--- config.mk ---
export PLATFORM = sky130hd
export DESIGN_NAME = lphc_top
export DESIGN_NICKNAME = d
export VERILOG_FILES = /design/src/inc/lphc_pkg.sv /design/src/hw/lphc_top.sv /design/src/hw/lphc_expand.sv
export SDC_FILE = /design/constraint.sdc
export NUM_CORES = 1
export LEC_CHECK = 0
export BUFFER_PORTS_ARGS = -buffer_cell sky130_fd_sc_hd__buf_2
export CELL_PAD_IN_SITES_DETAIL_PLACEMENT = 1
export CELL_PAD_IN_SITES_GLOBAL_PLACEMENT = 2
export CORE_MARGIN = 1
export CORE_UTILIZATION = 34
export DETAILED_ROUTE_END_ITERATION = 8
export PLACE_DENSITY = 0.93
export SYNTH_ARGS = -nofsm -noshare
export SYNTH_HDL_FRONTEND = slang
export SYNTH_SLANG_ARGS = --single-unit
export TNS_END_PERCENT = 5
--- constraint.sdc ---
create_clock -name pclk -period 7.05 [get_ports pclk]
set_input_delay 0.705 -clock pclk [delete_from_list [all_inputs] [get_ports pclk]]
set_output_delay 0.705 -clock pclk [all_outputs]
set_load 0.01 [all_outputs]
--- src/inc/lphc_pkg.sv ---
// lphc_pkg: shared constants for the light/proximity gain and hysteresis block
package lphc_pkg;

  // ===========================================================================
  // timing
  localparam int unsigned CLK_NS      = 10;
  localparam int unsigned ADC_BASE_NS = 50;
  localparam int unsigned ADC_BASE_CYC = (ADC_BASE_NS + CLK_NS - 1) / CLK_NS;

  // ===========================================================================
  // register indices (byte address is four times the index)
  localparam logic [7:0] IDX_VIS_INT  = 8'h11;
  localparam logic [7:0] IDX_VIS_RNG  = 8'h12;
  localparam logic [7:0] IDX_AMB_HYST = 8'h16;
  localparam logic [7:0] IDX_PROXIMITY_HYSTERESIS  = 8'h17;
  localparam logic [7:0] IDX_PERSIST  = 8'h18;
  localparam logic [7:0] IDX_IRQ_STAT = 8'h20;
  localparam logic [7:0] IDX_IRQ_MASK = 8'h21;
  localparam logic [7:0] IDX_STATUS   = 8'h22;

  // ===========================================================================
  // fields and reset values
  localparam int unsigned SCALE_W   = 3;
  localparam int unsigned SPAN_BIT  = 5;
  localparam logic [2:0] MAX_SCALE  = 3'h7;
  localparam logic [7:0] RST_VIS_INT = 8'h00;
  localparam logic [7:0] RST_VIS_RNG = 8'h00;
  localparam logic [7:0] RST_HYST    = 8'h48;
  localparam logic [7:0] RST_PERSIST = 8'h03;

  // ===========================================================================
  // interrupt bits
  localparam int unsigned IRQ_W      = 5;
  localparam int unsigned IRQ_AMB_HI = 0;
  localparam int unsigned IRQ_AMB_LO = 1;
  localparam int unsigned IRQ_PS0    = 2;

  typedef enum logic {
    REC_IDLE = 1'b0,
    REC_RUN  = 1'b1
  } lphc_rec_e;

  // ===========================================================================
  // last count of the visible divider: 2^scale - 1
  function automatic logic [6:0] lphc_div_last(input logic [2:0] scale);
    lphc_div_last = 7'((8'h01 << scale) - 8'h01);
  endfunction

  // recovery length in visible adc clocks: 1, 7, 15 .. 511
  function automatic logic [8:0] lphc_rec_len(input logic [2:0] sel);
    if (sel == 3'h0) begin
      lphc_rec_len = 9'h001;
    end else begin
      lphc_rec_len = 9'((11'h004 << sel) - 11'h001);
    end
  endfunction

endpackage

--- src/hw/lphc_top.sv ---
// lphc_top: gain, range, hysteresis and persistence settings with apb access
`timescale 1ns/10ps
module lphc_top #(
  parameter int unsigned AW = 12
) (
  // apb
  input  wire logic                  pclk,
  input  wire logic                  presetn,
  input  wire logic                  psel,
  input  wire logic                  penable,
  input  wire logic                  pwrite,
  input  wire logic [AW-1:0]         paddr,
  input  wire logic [31:0]           pwdata,
  output logic                       pready,
  output logic      [31:0]           prdata,
  output logic                       pslverr,
  // visible conversion control
  input  wire logic                  vis_meas_start,
  input  wire logic [2:0]            vis_rec_sel,
  output logic                       vis_adc_en,
  output logic      [2:0]            vis_scale,
  output logic                       vis_high_range,
  output logic                       vis_rec_busy,
  output logic                       vis_rec_done,
  // infrared ambient settings
  input  wire logic                  early_rev,
  input  wire logic [2:0]            ir_scale_in,
  input  wire logic                  ir_span_in,
  output logic      [2:0]            ir_scale,
  output logic                       ir_high_range,
  // ambient threshold evaluation
  input  wire logic                  amb_valid,
  input  wire logic [15:0]           amb_sample,
  input  wire logic [15:0]           ambient_lower_threshold,
  input  wire logic [15:0]           ambient_upper_threshold,
  output logic                       amb_above,
  output logic                       amb_below,
  // proximity threshold evaluation
  input  wire logic [2:0]            ps_valid,
  input  wire logic [2:0][15:0]      ps_sample,
  input  wire logic [2:0][15:0]      ps_threshold,
  output logic      [2:0]            ps_near,
  // interrupt
  output logic                       irq
);

  // ===========================================================================
  // state
  typedef struct packed {
    logic [2:0]                 scale;
    logic                       span;
    logic [7:0]                 amb_hyst;
    logic [7:0]                 proximity_hysteresis;
    logic [7:0]                 persist;
    logic [lphc_pkg::IRQ_W-1:0] irq_stat;
    logic [lphc_pkg::IRQ_W-1:0] irq_mask;
    logic [2:0]                 base_cnt;
    logic [6:0]                 div_cnt;
    logic                       vis_tick;
    lphc_pkg::lphc_rec_e        rec_st;
    logic [8:0]                 rec_cnt;
    logic                       rec_done;
    logic [2:0]                 near;
    logic [2:0][7:0]            hist;
    logic                       amb_hi;
    logic                       amb_lo;
    logic [2:0]                 ir_scale;
    logic                       ir_span;
    logic [31:0]                prdata;
    logic                       pslverr;
  } lphc_state_s;

  localparam lphc_state_s RST_S = '{
    scale:    lphc_pkg::RST_VIS_INT[2:0],
    span:     lphc_pkg::RST_VIS_RNG[lphc_pkg::SPAN_BIT],
    amb_hyst: lphc_pkg::RST_HYST,
    proximity_hysteresis:  lphc_pkg::RST_HYST,
    persist:  lphc_pkg::RST_PERSIST,
    rec_st:   lphc_pkg::REC_IDLE,
    default:  '0
  };

  localparam logic [2:0] BASE_LAST = 3'(lphc_pkg::ADC_BASE_CYC - 1);

  lphc_state_s s_q;
  lphc_state_s s_d;
  logic [15:0] amb_hyst_x;
  logic [15:0] proximity_hysteresis_x;

  // ===========================================================================
  // address decode
  function automatic logic lphc_mapped(input logic [AW-1:0] a);
    logic [7:0] i;
    i = a[9:2];
    lphc_mapped = (a[1:0] == 2'h0) && (a[AW-1:10] == '0) &&
                  (i == lphc_pkg::IDX_VIS_INT  || i == lphc_pkg::IDX_VIS_RNG  ||
                   i == lphc_pkg::IDX_AMB_HYST || i == lphc_pkg::IDX_PROXIMITY_HYSTERESIS  ||
                   i == lphc_pkg::IDX_PERSIST  || i == lphc_pkg::IDX_IRQ_STAT ||
                   i == lphc_pkg::IDX_IRQ_MASK || i == lphc_pkg::IDX_STATUS);
  endfunction

  // ===========================================================================
  // hysteresis expansion
  lphc_expand u_amb_exp (
    .code  (s_q.amb_hyst),
    .value (amb_hyst_x)
  );

  lphc_expand u_ps_exp (
    .code  (s_q.proximity_hysteresis),
    .value (proximity_hysteresis_x)
  );

  // ===========================================================================
  // next state
  always_comb begin
    logic [7:0]                 idx;
    logic                       acc;
    logic [lphc_pkg::IRQ_W-1:0] ev;
    logic [lphc_pkg::IRQ_W-1:0] clr;
    logic                       qual;
    logic [7:0]                 h;
    idx  = paddr[9:2];
    acc  = psel && penable;
    ev   = '0;
    clr  = '0;
    qual = 1'b0;
    h    = '0;
    s_d  = s_q;

    // apb read data captured in setup, presented in access
    if (psel && !penable) begin
      s_d.prdata  = '0;
      s_d.pslverr = !lphc_mapped(paddr);
      if (lphc_mapped(paddr)) begin
        unique case (idx)
          lphc_pkg::IDX_VIS_INT:  s_d.prdata[2:0] = s_q.scale;
          lphc_pkg::IDX_VIS_RNG:  s_d.prdata[lphc_pkg::SPAN_BIT] = s_q.span;
          lphc_pkg::IDX_AMB_HYST: s_d.prdata[7:0] = s_q.amb_hyst;
          lphc_pkg::IDX_PROXIMITY_HYSTERESIS:  s_d.prdata[7:0] = s_q.proximity_hysteresis;
          lphc_pkg::IDX_PERSIST:  s_d.prdata[7:0] = s_q.persist;
          lphc_pkg::IDX_IRQ_STAT: s_d.prdata[lphc_pkg::IRQ_W-1:0] = s_q.irq_stat;
          lphc_pkg::IDX_IRQ_MASK: s_d.prdata[lphc_pkg::IRQ_W-1:0] = s_q.irq_mask;
          default:                s_d.prdata[4:0] = {s_q.near, s_q.amb_lo, s_q.amb_hi};
        endcase
      end
    end

    // apb write, reserved bits dropped
    if (acc && pwrite && lphc_mapped(paddr)) begin
      unique case (idx)
        lphc_pkg::IDX_VIS_INT:  s_d.scale = pwdata[2:0];
        lphc_pkg::IDX_VIS_RNG:  s_d.span = pwdata[lphc_pkg::SPAN_BIT];
        lphc_pkg::IDX_AMB_HYST: s_d.amb_hyst = pwdata[7:0];
        lphc_pkg::IDX_PROXIMITY_HYSTERESIS:  s_d.proximity_hysteresis = pwdata[7:0];
        lphc_pkg::IDX_PERSIST:  s_d.persist = pwdata[7:0];
        lphc_pkg::IDX_IRQ_STAT: clr = pwdata[lphc_pkg::IRQ_W-1:0];
        lphc_pkg::IDX_IRQ_MASK: s_d.irq_mask = pwdata[lphc_pkg::IRQ_W-1:0];
        default:                s_d.irq_mask = s_q.irq_mask;
      endcase
    end

    // adc clock: base 50 ns tick divided by 2^scale
    s_d.vis_tick = 1'b0;
    if (s_q.base_cnt == BASE_LAST) begin
      s_d.base_cnt = '0;
      if (s_q.div_cnt >= lphc_pkg::lphc_div_last(s_q.scale)) begin
        s_d.div_cnt  = '0;
        s_d.vis_tick = 1'b1;
      end else begin
        s_d.div_cnt = s_q.div_cnt + 7'h01;
      end
    end else begin
      s_d.base_cnt = s_q.base_cnt + 3'h1;
    end

    // recovery delay counted in scaled adc clocks
    s_d.rec_done = 1'b0;
    unique case (s_q.rec_st)
      lphc_pkg::REC_IDLE: begin
        if (vis_meas_start) begin
          s_d.rec_cnt = lphc_pkg::lphc_rec_len(vis_rec_sel);
          s_d.rec_st  = lphc_pkg::REC_RUN;
        end
      end
      lphc_pkg::REC_RUN: begin
        if (s_q.vis_tick) begin
          if (s_q.rec_cnt == 9'h001) begin
            s_d.rec_done = 1'b1;
            s_d.rec_st   = lphc_pkg::REC_IDLE;
          end else begin
            s_d.rec_cnt = s_q.rec_cnt - 9'h001;
          end
        end
      end
    endcase

    // infrared settings follow visible ones on early revisions
    s_d.ir_scale = early_rev ? s_q.scale : ir_scale_in;
    s_d.ir_span  = early_rev ? s_q.span : ir_span_in;

    // ambient crossings with hysteresis on both thresholds
    if (amb_valid) begin
      s_d.amb_hi = {1'b0, amb_sample} >
                   ({1'b0, ambient_upper_threshold} + {1'b0, amb_hyst_x});
      s_d.amb_lo = ({1'b0, amb_sample} + {1'b0, amb_hyst_x}) <
                   {1'b0, ambient_lower_threshold};
      ev[lphc_pkg::IRQ_AMB_HI] = s_d.amb_hi && !s_q.amb_hi;
      ev[lphc_pkg::IRQ_AMB_LO] = s_d.amb_lo && !s_q.amb_lo;
    end

    // proximity persistence per channel
    for (int i = 0; i < 3; i++) begin
      if (ps_valid[i]) begin
        if (s_q.near[i]) begin
          qual = ({1'b0, ps_sample[i]} + {1'b0, proximity_hysteresis_x}) <
                 {1'b0, ps_threshold[i]};
        end else begin
          qual = {1'b0, ps_sample[i]} >
                 ({1'b0, ps_threshold[i]} + {1'b0, proximity_hysteresis_x});
        end
        h = {s_q.hist[i][6:0], qual};
        if (qual && ((h & s_q.persist) == s_q.persist)) begin
          s_d.near[i]                 = !s_q.near[i];
          s_d.hist[i]                 = '0;
          ev[lphc_pkg::IRQ_PS0 + i]   = 1'b1;
        end else begin
          s_d.hist[i] = h;
        end
      end
    end

    // sticky status, set wins over clear
    s_d.irq_stat = (s_q.irq_stat & ~clr) | ev;
  end

  // ===========================================================================
  // state register
  always_ff @(posedge pclk or negedge presetn) begin
    if (!presetn) begin
      s_q <= RST_S;
    end else begin
      s_q <= s_d;
    end
  end

  // ===========================================================================
  // outputs
  assign pready         = 1'b1;
  assign prdata         = s_q.prdata;
  assign pslverr        = s_q.pslverr;
  assign vis_adc_en     = s_q.vis_tick;
  assign vis_scale      = s_q.scale;
  assign vis_high_range = s_q.span;
  assign vis_rec_busy   = (s_q.rec_st == lphc_pkg::REC_RUN);
  assign vis_rec_done   = s_q.rec_done;
  assign ir_scale       = s_q.ir_scale;
  assign ir_high_range  = s_q.ir_span;
  assign amb_above      = s_q.amb_hi;
  assign amb_below      = s_q.amb_lo;
  assign ps_near        = s_q.near;
  assign irq            = |(s_q.irq_stat & s_q.irq_mask);

endmodule

--- src/hw/lphc_expand.sv ---
// lphc_expand: expands an 8-bit compressed hysteresis code to 16 bits
`timescale 1ns/10ps
module lphc_expand (
  // compressed code
  input  wire logic [7:0]  code,
  // expanded magnitude
  output logic      [15:0] value
);

  // ===========================================================================
  // exponent in the high nibble, mantissa with hidden one in the low nibble
  logic [35:0] wide;

  always_comb begin
    wide  = 36'({1'b1, code[3:0]}) << code[7:4];
    value = wide[19:4];
  end

endmodule

# Word-level counts from Yosys, hierarchy flattened
# Cells that the tools add are included.
# W data, S select, Z words.
# word_totals
regBits,99
input_bits,206
output_inout_bits,51
elab_cells,152
# classes
n_addsub,13
order_cmp,9
eq_ne,16
n_shift,4
n_mux,37
bitwise_logic,8
reduce_logical,40
# op_table
op,n
$add A16 B16 Y17,8
$gt A16 B17 Y1,4
$lt A17 B16 Y1,4
$eq A8 B5 Y1 const B,5
$shl A5 B4 Y20,2
$mux W7,4
$and A8 B8 Y8,3
$eq A8 B6 Y1 const B,3
$eq A8 B8 Y1,3
$pmux W3 S7,1
$pmux W10 S2,1
$mux W1,18
$mux W9,2
$reduce_and A2 Y1,9
$sub A9 B1 Y9 const B,2
$pmux W2 S6,1
$logic_and A1 B1 Y1,11
$mux W11,1
$and A5 B5 Y5,2
$mux W10,1
$mux W5,2
$eq A9 B1 Y1 const B,1
$shl A3 B3 Y9 const A,1
$mux W8,1
other kinds (22),37

# Logic depth before layout (Yosys ltp)
# logic_depth
depth_word,14
mapped_depth,28
mapped_depth_nobuf,27

# By module
# A second synthesis with hierarchy kept.
# unflattened
hier_cells,1701
area_unflattened_um2,14325.0
# by_module_without_submodules
mod,n_inst,cells_per_inst,area_each_um2,seq_area_each_um2
lphc_top,1,1585,13519.2,2484.9
lphc_expand,2,58,402.9,0.0

# Least setup slack after synthesis
# OpenSTA, ideal clock, no wires.
# synth_timing
path_kind,register -> register
startpoint,register s_q[110] (netlist bit)
endpoint,register s_q[48] (netlist bit)
setup_ps,124
arrival_time_ps,5062
required_ps,6926
path_slack_ps,1864
stages_incl_launch_ff,26
path_buffers,2
period_less_slack_ps,5186
cell_sequence,dfrtp_1 -> buf_2 -> clkbuf_1 -> a31o_2 -> nor2_1 -> nor2_1 -> nor2_1 -> inv_1 -> fa_1 -> nor2b_1 -> a211oi_1 -> o31a_1 -> nor3_1 -> o21ai_0 -> nand3_1 -> mux2i_1 -> nand2_1 -> ha_1 -> nand4_1 -> nor4_1 -> or4_1 -> nor2_1 -> a21oi_1 -> a311o_1 -> a21oi_4 -> nor2_1
# synth_via
elab_chain_len,9
elab_cells_between_ends,11
classes_between,add/sub: 2; order compare: 2; eq/ne: 1; shift: 1; mux: 3; bitwise: 1; reduce/logical: 1
# synth_lines
item,line_no,source
start: declaration,lphc_top.sv:85,lphc_state_s s_q;
start signal: assignment,lphc_top.sv:241,s_q <= RST_S;
start signal: assignment,lphc_top.sv:243,s_q <= s_d;
$shl A5 B4 Y20 *,lphc_expand.sv:15,"wide = 36'({1'b1, code[3:0]}) << code[7:4];"
$add A16 B16 Y17 (on tied branches),"lphc_top.sv:220, lphc_top.sv:216",
$gt A16 B17 Y1 / $lt A17 B16 Y1 (equally long branches),"lphc_top.sv:219, lphc_top.sv:216",
$mux W1 *,lphc_top.sv:215,if (s_q.near[i]) begin
$mux W1 *,lphc_top.sv:214,if (ps_valid[i]) begin
$and A8 B8 Y8,lphc_top.sv:223,if (qual && ((h & s_q.persist) == s_q.persist)) begin
$eq A8 B8 Y1,lphc_top.sv:223,
$logic_and A1 B1 Y1 *,lphc_top.sv:223,
$mux W7 *,lphc_top.sv:223,
# Mark *: on every way between the ends. The rest lies on a longest branch, timed or not. The select of a mux whose other input is x is not followed.
# A chain may end at the register's enable or synchronous reset.

# Worst setup path in the final report
# layout_timing
startpoint,register s_q[111] (netlist bit)
endpoint,register s_q[48] (netlist bit)
# The elaborated chain is that of the path after synthesis.

==> results_dict.tcl <==
set metrics [dict create \
    drtIter0Drc 569 \
    outcome "finished clean" \
    cp_slowest_cell "nor2_1" \
    end_kind "register" \
    internal_power_mw 1.19 \
    yosysTopAreaCell "ha_1" \
    p_clk_share_pct 30.8 \
    period_share_pct 90.0 \
    seq_area_frac_synth_pct 17.0 \
    postCtsHoldBufs 0 \
    antenna_found_initial 2 \
    syn_to_final_growth_pct 12.0 \
    start_kind "register" \
    drive_gt1_share_pct 16.0 \
    finalSetupViolations 0 \
    htree_levels 3 \
    switching_share_pct 33.0 \
    clk_latency_ns 0.36 \
    ys.flop_type "dfrtp_1" \
    vias 13900 \
    tritoncts "built" \
    ys_warn_count 0 \
    slew_viol_final 0 \
    final_core_util_pct 38.8 \
    fillers 5195 \
    port_buffers 207 \
    async_reset_ff_share_pct 100 \
    grt_pass1_vias 14400 \
    cts_buffer_depth 2 \
    grt_overflow_total 0 \
    crit_arrival_ns 6.57 \
    crit_family "simple AND/OR/NAND/NOR gates" \
    critPathMaxStageDelay_ns 0.73 \
    yosysTopAreaCellShare_pct 21.7 \
    dpl_cell_area_um2 16000 \
    worstPathCellList "a21oi_1, a31o_2, nor2_1, nor2_1, nor2_1, inv_1, fa_1, nor2b_1, a211oi_1, o31a_1, nor3_1, o21ai_0, nand3_1, mux2i_1, nand2_1, ha_1, nand4_1, nor4_1, or4_1, nor2_1, a21oi_1, a311o_1, a21oi_4, nor2_1" \
    min_period_ns 6.35 \
    dieArea_um2 43700 \
    worstPathRequired_ns 7.28 \
    rsz0062_at_grt "false" \
    fin_ws_ns 0.702 \
    cap_violations 0 \
    switching_power_mw 0.585 \
    path_common_cell "nor2_1" \
    io_pins 257 \
    synthTopCellsByArea "ha_1 22%, dfrtp_1 16%, xnor2_1 4.4%" \
    hold_class "primary input to asynchronous set/reset pin" \
    ant_nets 0 \
    crit_buf_inv 1 \
    first_pass_iters 5 \
    grt.total_usage_pct 21.0 \
    tns_ns 0 \
    synth_cells 1791 \
    path_max_fanout 14 \
    drt-wirelength-per-cell_um 18.4 \
    grt_max_degree 54 \
    final-hold-violation-count 0 \
    fin_nets 2431 \
    tightest_slew_ns 0.950 \
    leakage_nw 8.32 \
    ys_ff_latch 99 \
    remaining_drc_errors 0 \
    initial_utilization_pct 34.6 \
    syn_area_um2 14600 \
    die_y_um 209 \
    ir_drop_uv 146 \
    crit_type "register to register" \
    core_area_um2 42100 \
    dp_hpwl_mm 39.4 \
    share_comb_of_total_power_pct 31.6 \
    cts_sinks 99 \
    ys_types 89 \
    rows 75 \
    powerDensity_nw_per_um2 109 \
    grt_first_pass_wirelength_mm 74.5 \
    synth_edf_count 0 \
    finClkSkew_ns 0.0111 \
    clk_pin_slew_ns 0.07 \
    cts_resized 0 \
    cts_setup_buffers 0 \
    avgSynthCellArea_um2 8.14 \
    drt_wl_total_mm 46.3 \
    place_ws_ns 0.644 \
    gp_congestion 0.887 \
    cts_buffers 9 \
    p_seq_share_pct 37.6 \
    die_x_um 209 \
    final_cell_area_um2 16300 \
    routed_via_density 5.56 \
    fmax_ghz 0.158 \
    maxSlewHeadroom_pct 36.4 \
    clockRootBuffer "clkbuf_16" \
]
power by group through the flow:
stage / combinational [mW] / clock (mW) / sequential (mW)
6_report: 0.561 / 0.545 / 0.667
5_1_grt: 0.635 / 0.581 / 0.673
4_1_cts: 0.567 / 0.560 / 0.666
3_5_place_dp: 0.564 / 0 / 0.676
3_3_place_gp: 0.535 / 0 / 0.672
2_1_floorplan: 0.375 / 0 / 0.659
area by class of cell:
type	count	area [um2]	share of cell area [%]
sequential	99	2480	15.2
inverter	121	454	2.78
antenna	2	5.00	0.0307
multi-input combinational	1512	11200	68.8
timing repair buffer	221	1140	7.00
clock inverter	5	82.6	0.506
clock buffer	11	243	1.49
tap	539	674	4.13
Yosys cell counts, types with 28 or more instances:
cell and count:
a21oi_1 127, dfrtp_1 93, buf_4 44, ha_1 253
nor2_1 147, mux2_2 32, mux2i_1 30, a21o_1 81
nor3_1 39, nand3_1 33, clkbuf_1 28, xnor2_1 73
xor2_1 39, inv_1 121, nand2_1 125, o21ai_0 102
nor2b_1 34
worst reg2reg max path, stage by stage, from the launching register on:
cell	delay, ns
dfrtp_1	0.67
a21oi_1	0.13
a31o_2	0.26
nor2_1	0.09
nor2_1	0.08
nor2_1	0.73
inv_1	0.33
fa_1	0.49
nor2b_1	0.16
a211oi_1	0.33
o31a_1	0.21
nor3_1	0.08
o21ai_0	0.29
nand3_1	0.15
mux2i_1	0.18
nand2_1	0.09
ha_1	0.34
nand4_1	0.10
nor4_1	0.06
or4_1	0.44
nor2_1	0.12
a21oi_1	0.08
a311o_1	0.44
a21oi_4	0.28
nor2_1	0.10
sequential cells by signal, indices dropped and copies added, names as in the netlist:
name,flops
amb_above,1
amb_below,1
ir_high_range,1
ir_scale,3
prdata,8
ps_near,3
pslverr,1
s_q,74
vis_adc_en,1
vis_high_range,1
vis_rec_busy,1
vis_rec_done,1
vis_scale,3
layout by cell type, fill, tap and decap left out, types with 18 or more instances in the layout:
master / netlist / routed
nor3_1: 39 / 39
a211oi_1: 18 / 18
a21o_1: 81 / 81
a21oi_1: 127 / 127
nor2b_1: 34 / 34
xor2_1: 39 / 39
nand2b_1: 23 / 23
inv_1: 121 / 121
buf_2: 7 / 206
ha_1: 253 / 253
and3_1: 22 / 22
conb_1: 2 / 25
mux2_2: 32 / 32
o21ai_0: 102 / 102
nand4_1: 22 / 22
xnor2_1: 73 / 73
nand3_1: 33 / 33
o21a_1: 21 / 21
nand2_1: 125 / 125
dfrtp_1: 93 / 93
mux2i_1: 30 / 30
nor2_1: 147 / 147
worst paths after layout:
path	start	end	slack, ns	cells after the start
max	s_q[111]	s_q[48]	0.70	24
min	presetn	s_q[72]	0.35	1
max reg2reg	s_q[111]	s_q[48]	0.70	24
min reg2reg	s_q[85]	s_q[85]	0.49	1
max in group asynchronous	presetn	s_q[84]	5.55	2
min in group pclk	s_q[85]	s_q[85]	0.49	1
cells by family after synthesis:
group,Yosys count,share of synthesized area (%)
AOI/OAI and AO/OA,526,24.5
adders and majority gates,269,23.4
DFF,99,17.0
and+or+nand+nor,518,17.3
other,2,0.0515
xor gates and xnor gates,112,6.73
buffers and inverters,203,6.42
muxes,62,4.53
routing by layer:
layer	vias to the layer above	share of wire, %	GRT usage [%]
li1	6852	-	-
met1	6782	46	27.4
met2	264	50	37.5
met3	46	2.9	1.91
met4	2	1.4	3.83
met5	-	0.028	0
stage by stage:
stage | hold WS (ns) | instances | power [mW]
2_1_floorplan | 0.409 | 1814 | 1.03
5_1_grt | 0.395 | 2508 | 1.89
4_1_cts | 0.371 | 2508 | 1.79
3_3_place_gp | 0.451 | 2492 | 1.21
3_5_place_dp | 0.479 | 2492 | 1.24
6_report | 0.351 | 2510 | 1.77
Power figures use the tool's default switching activity.
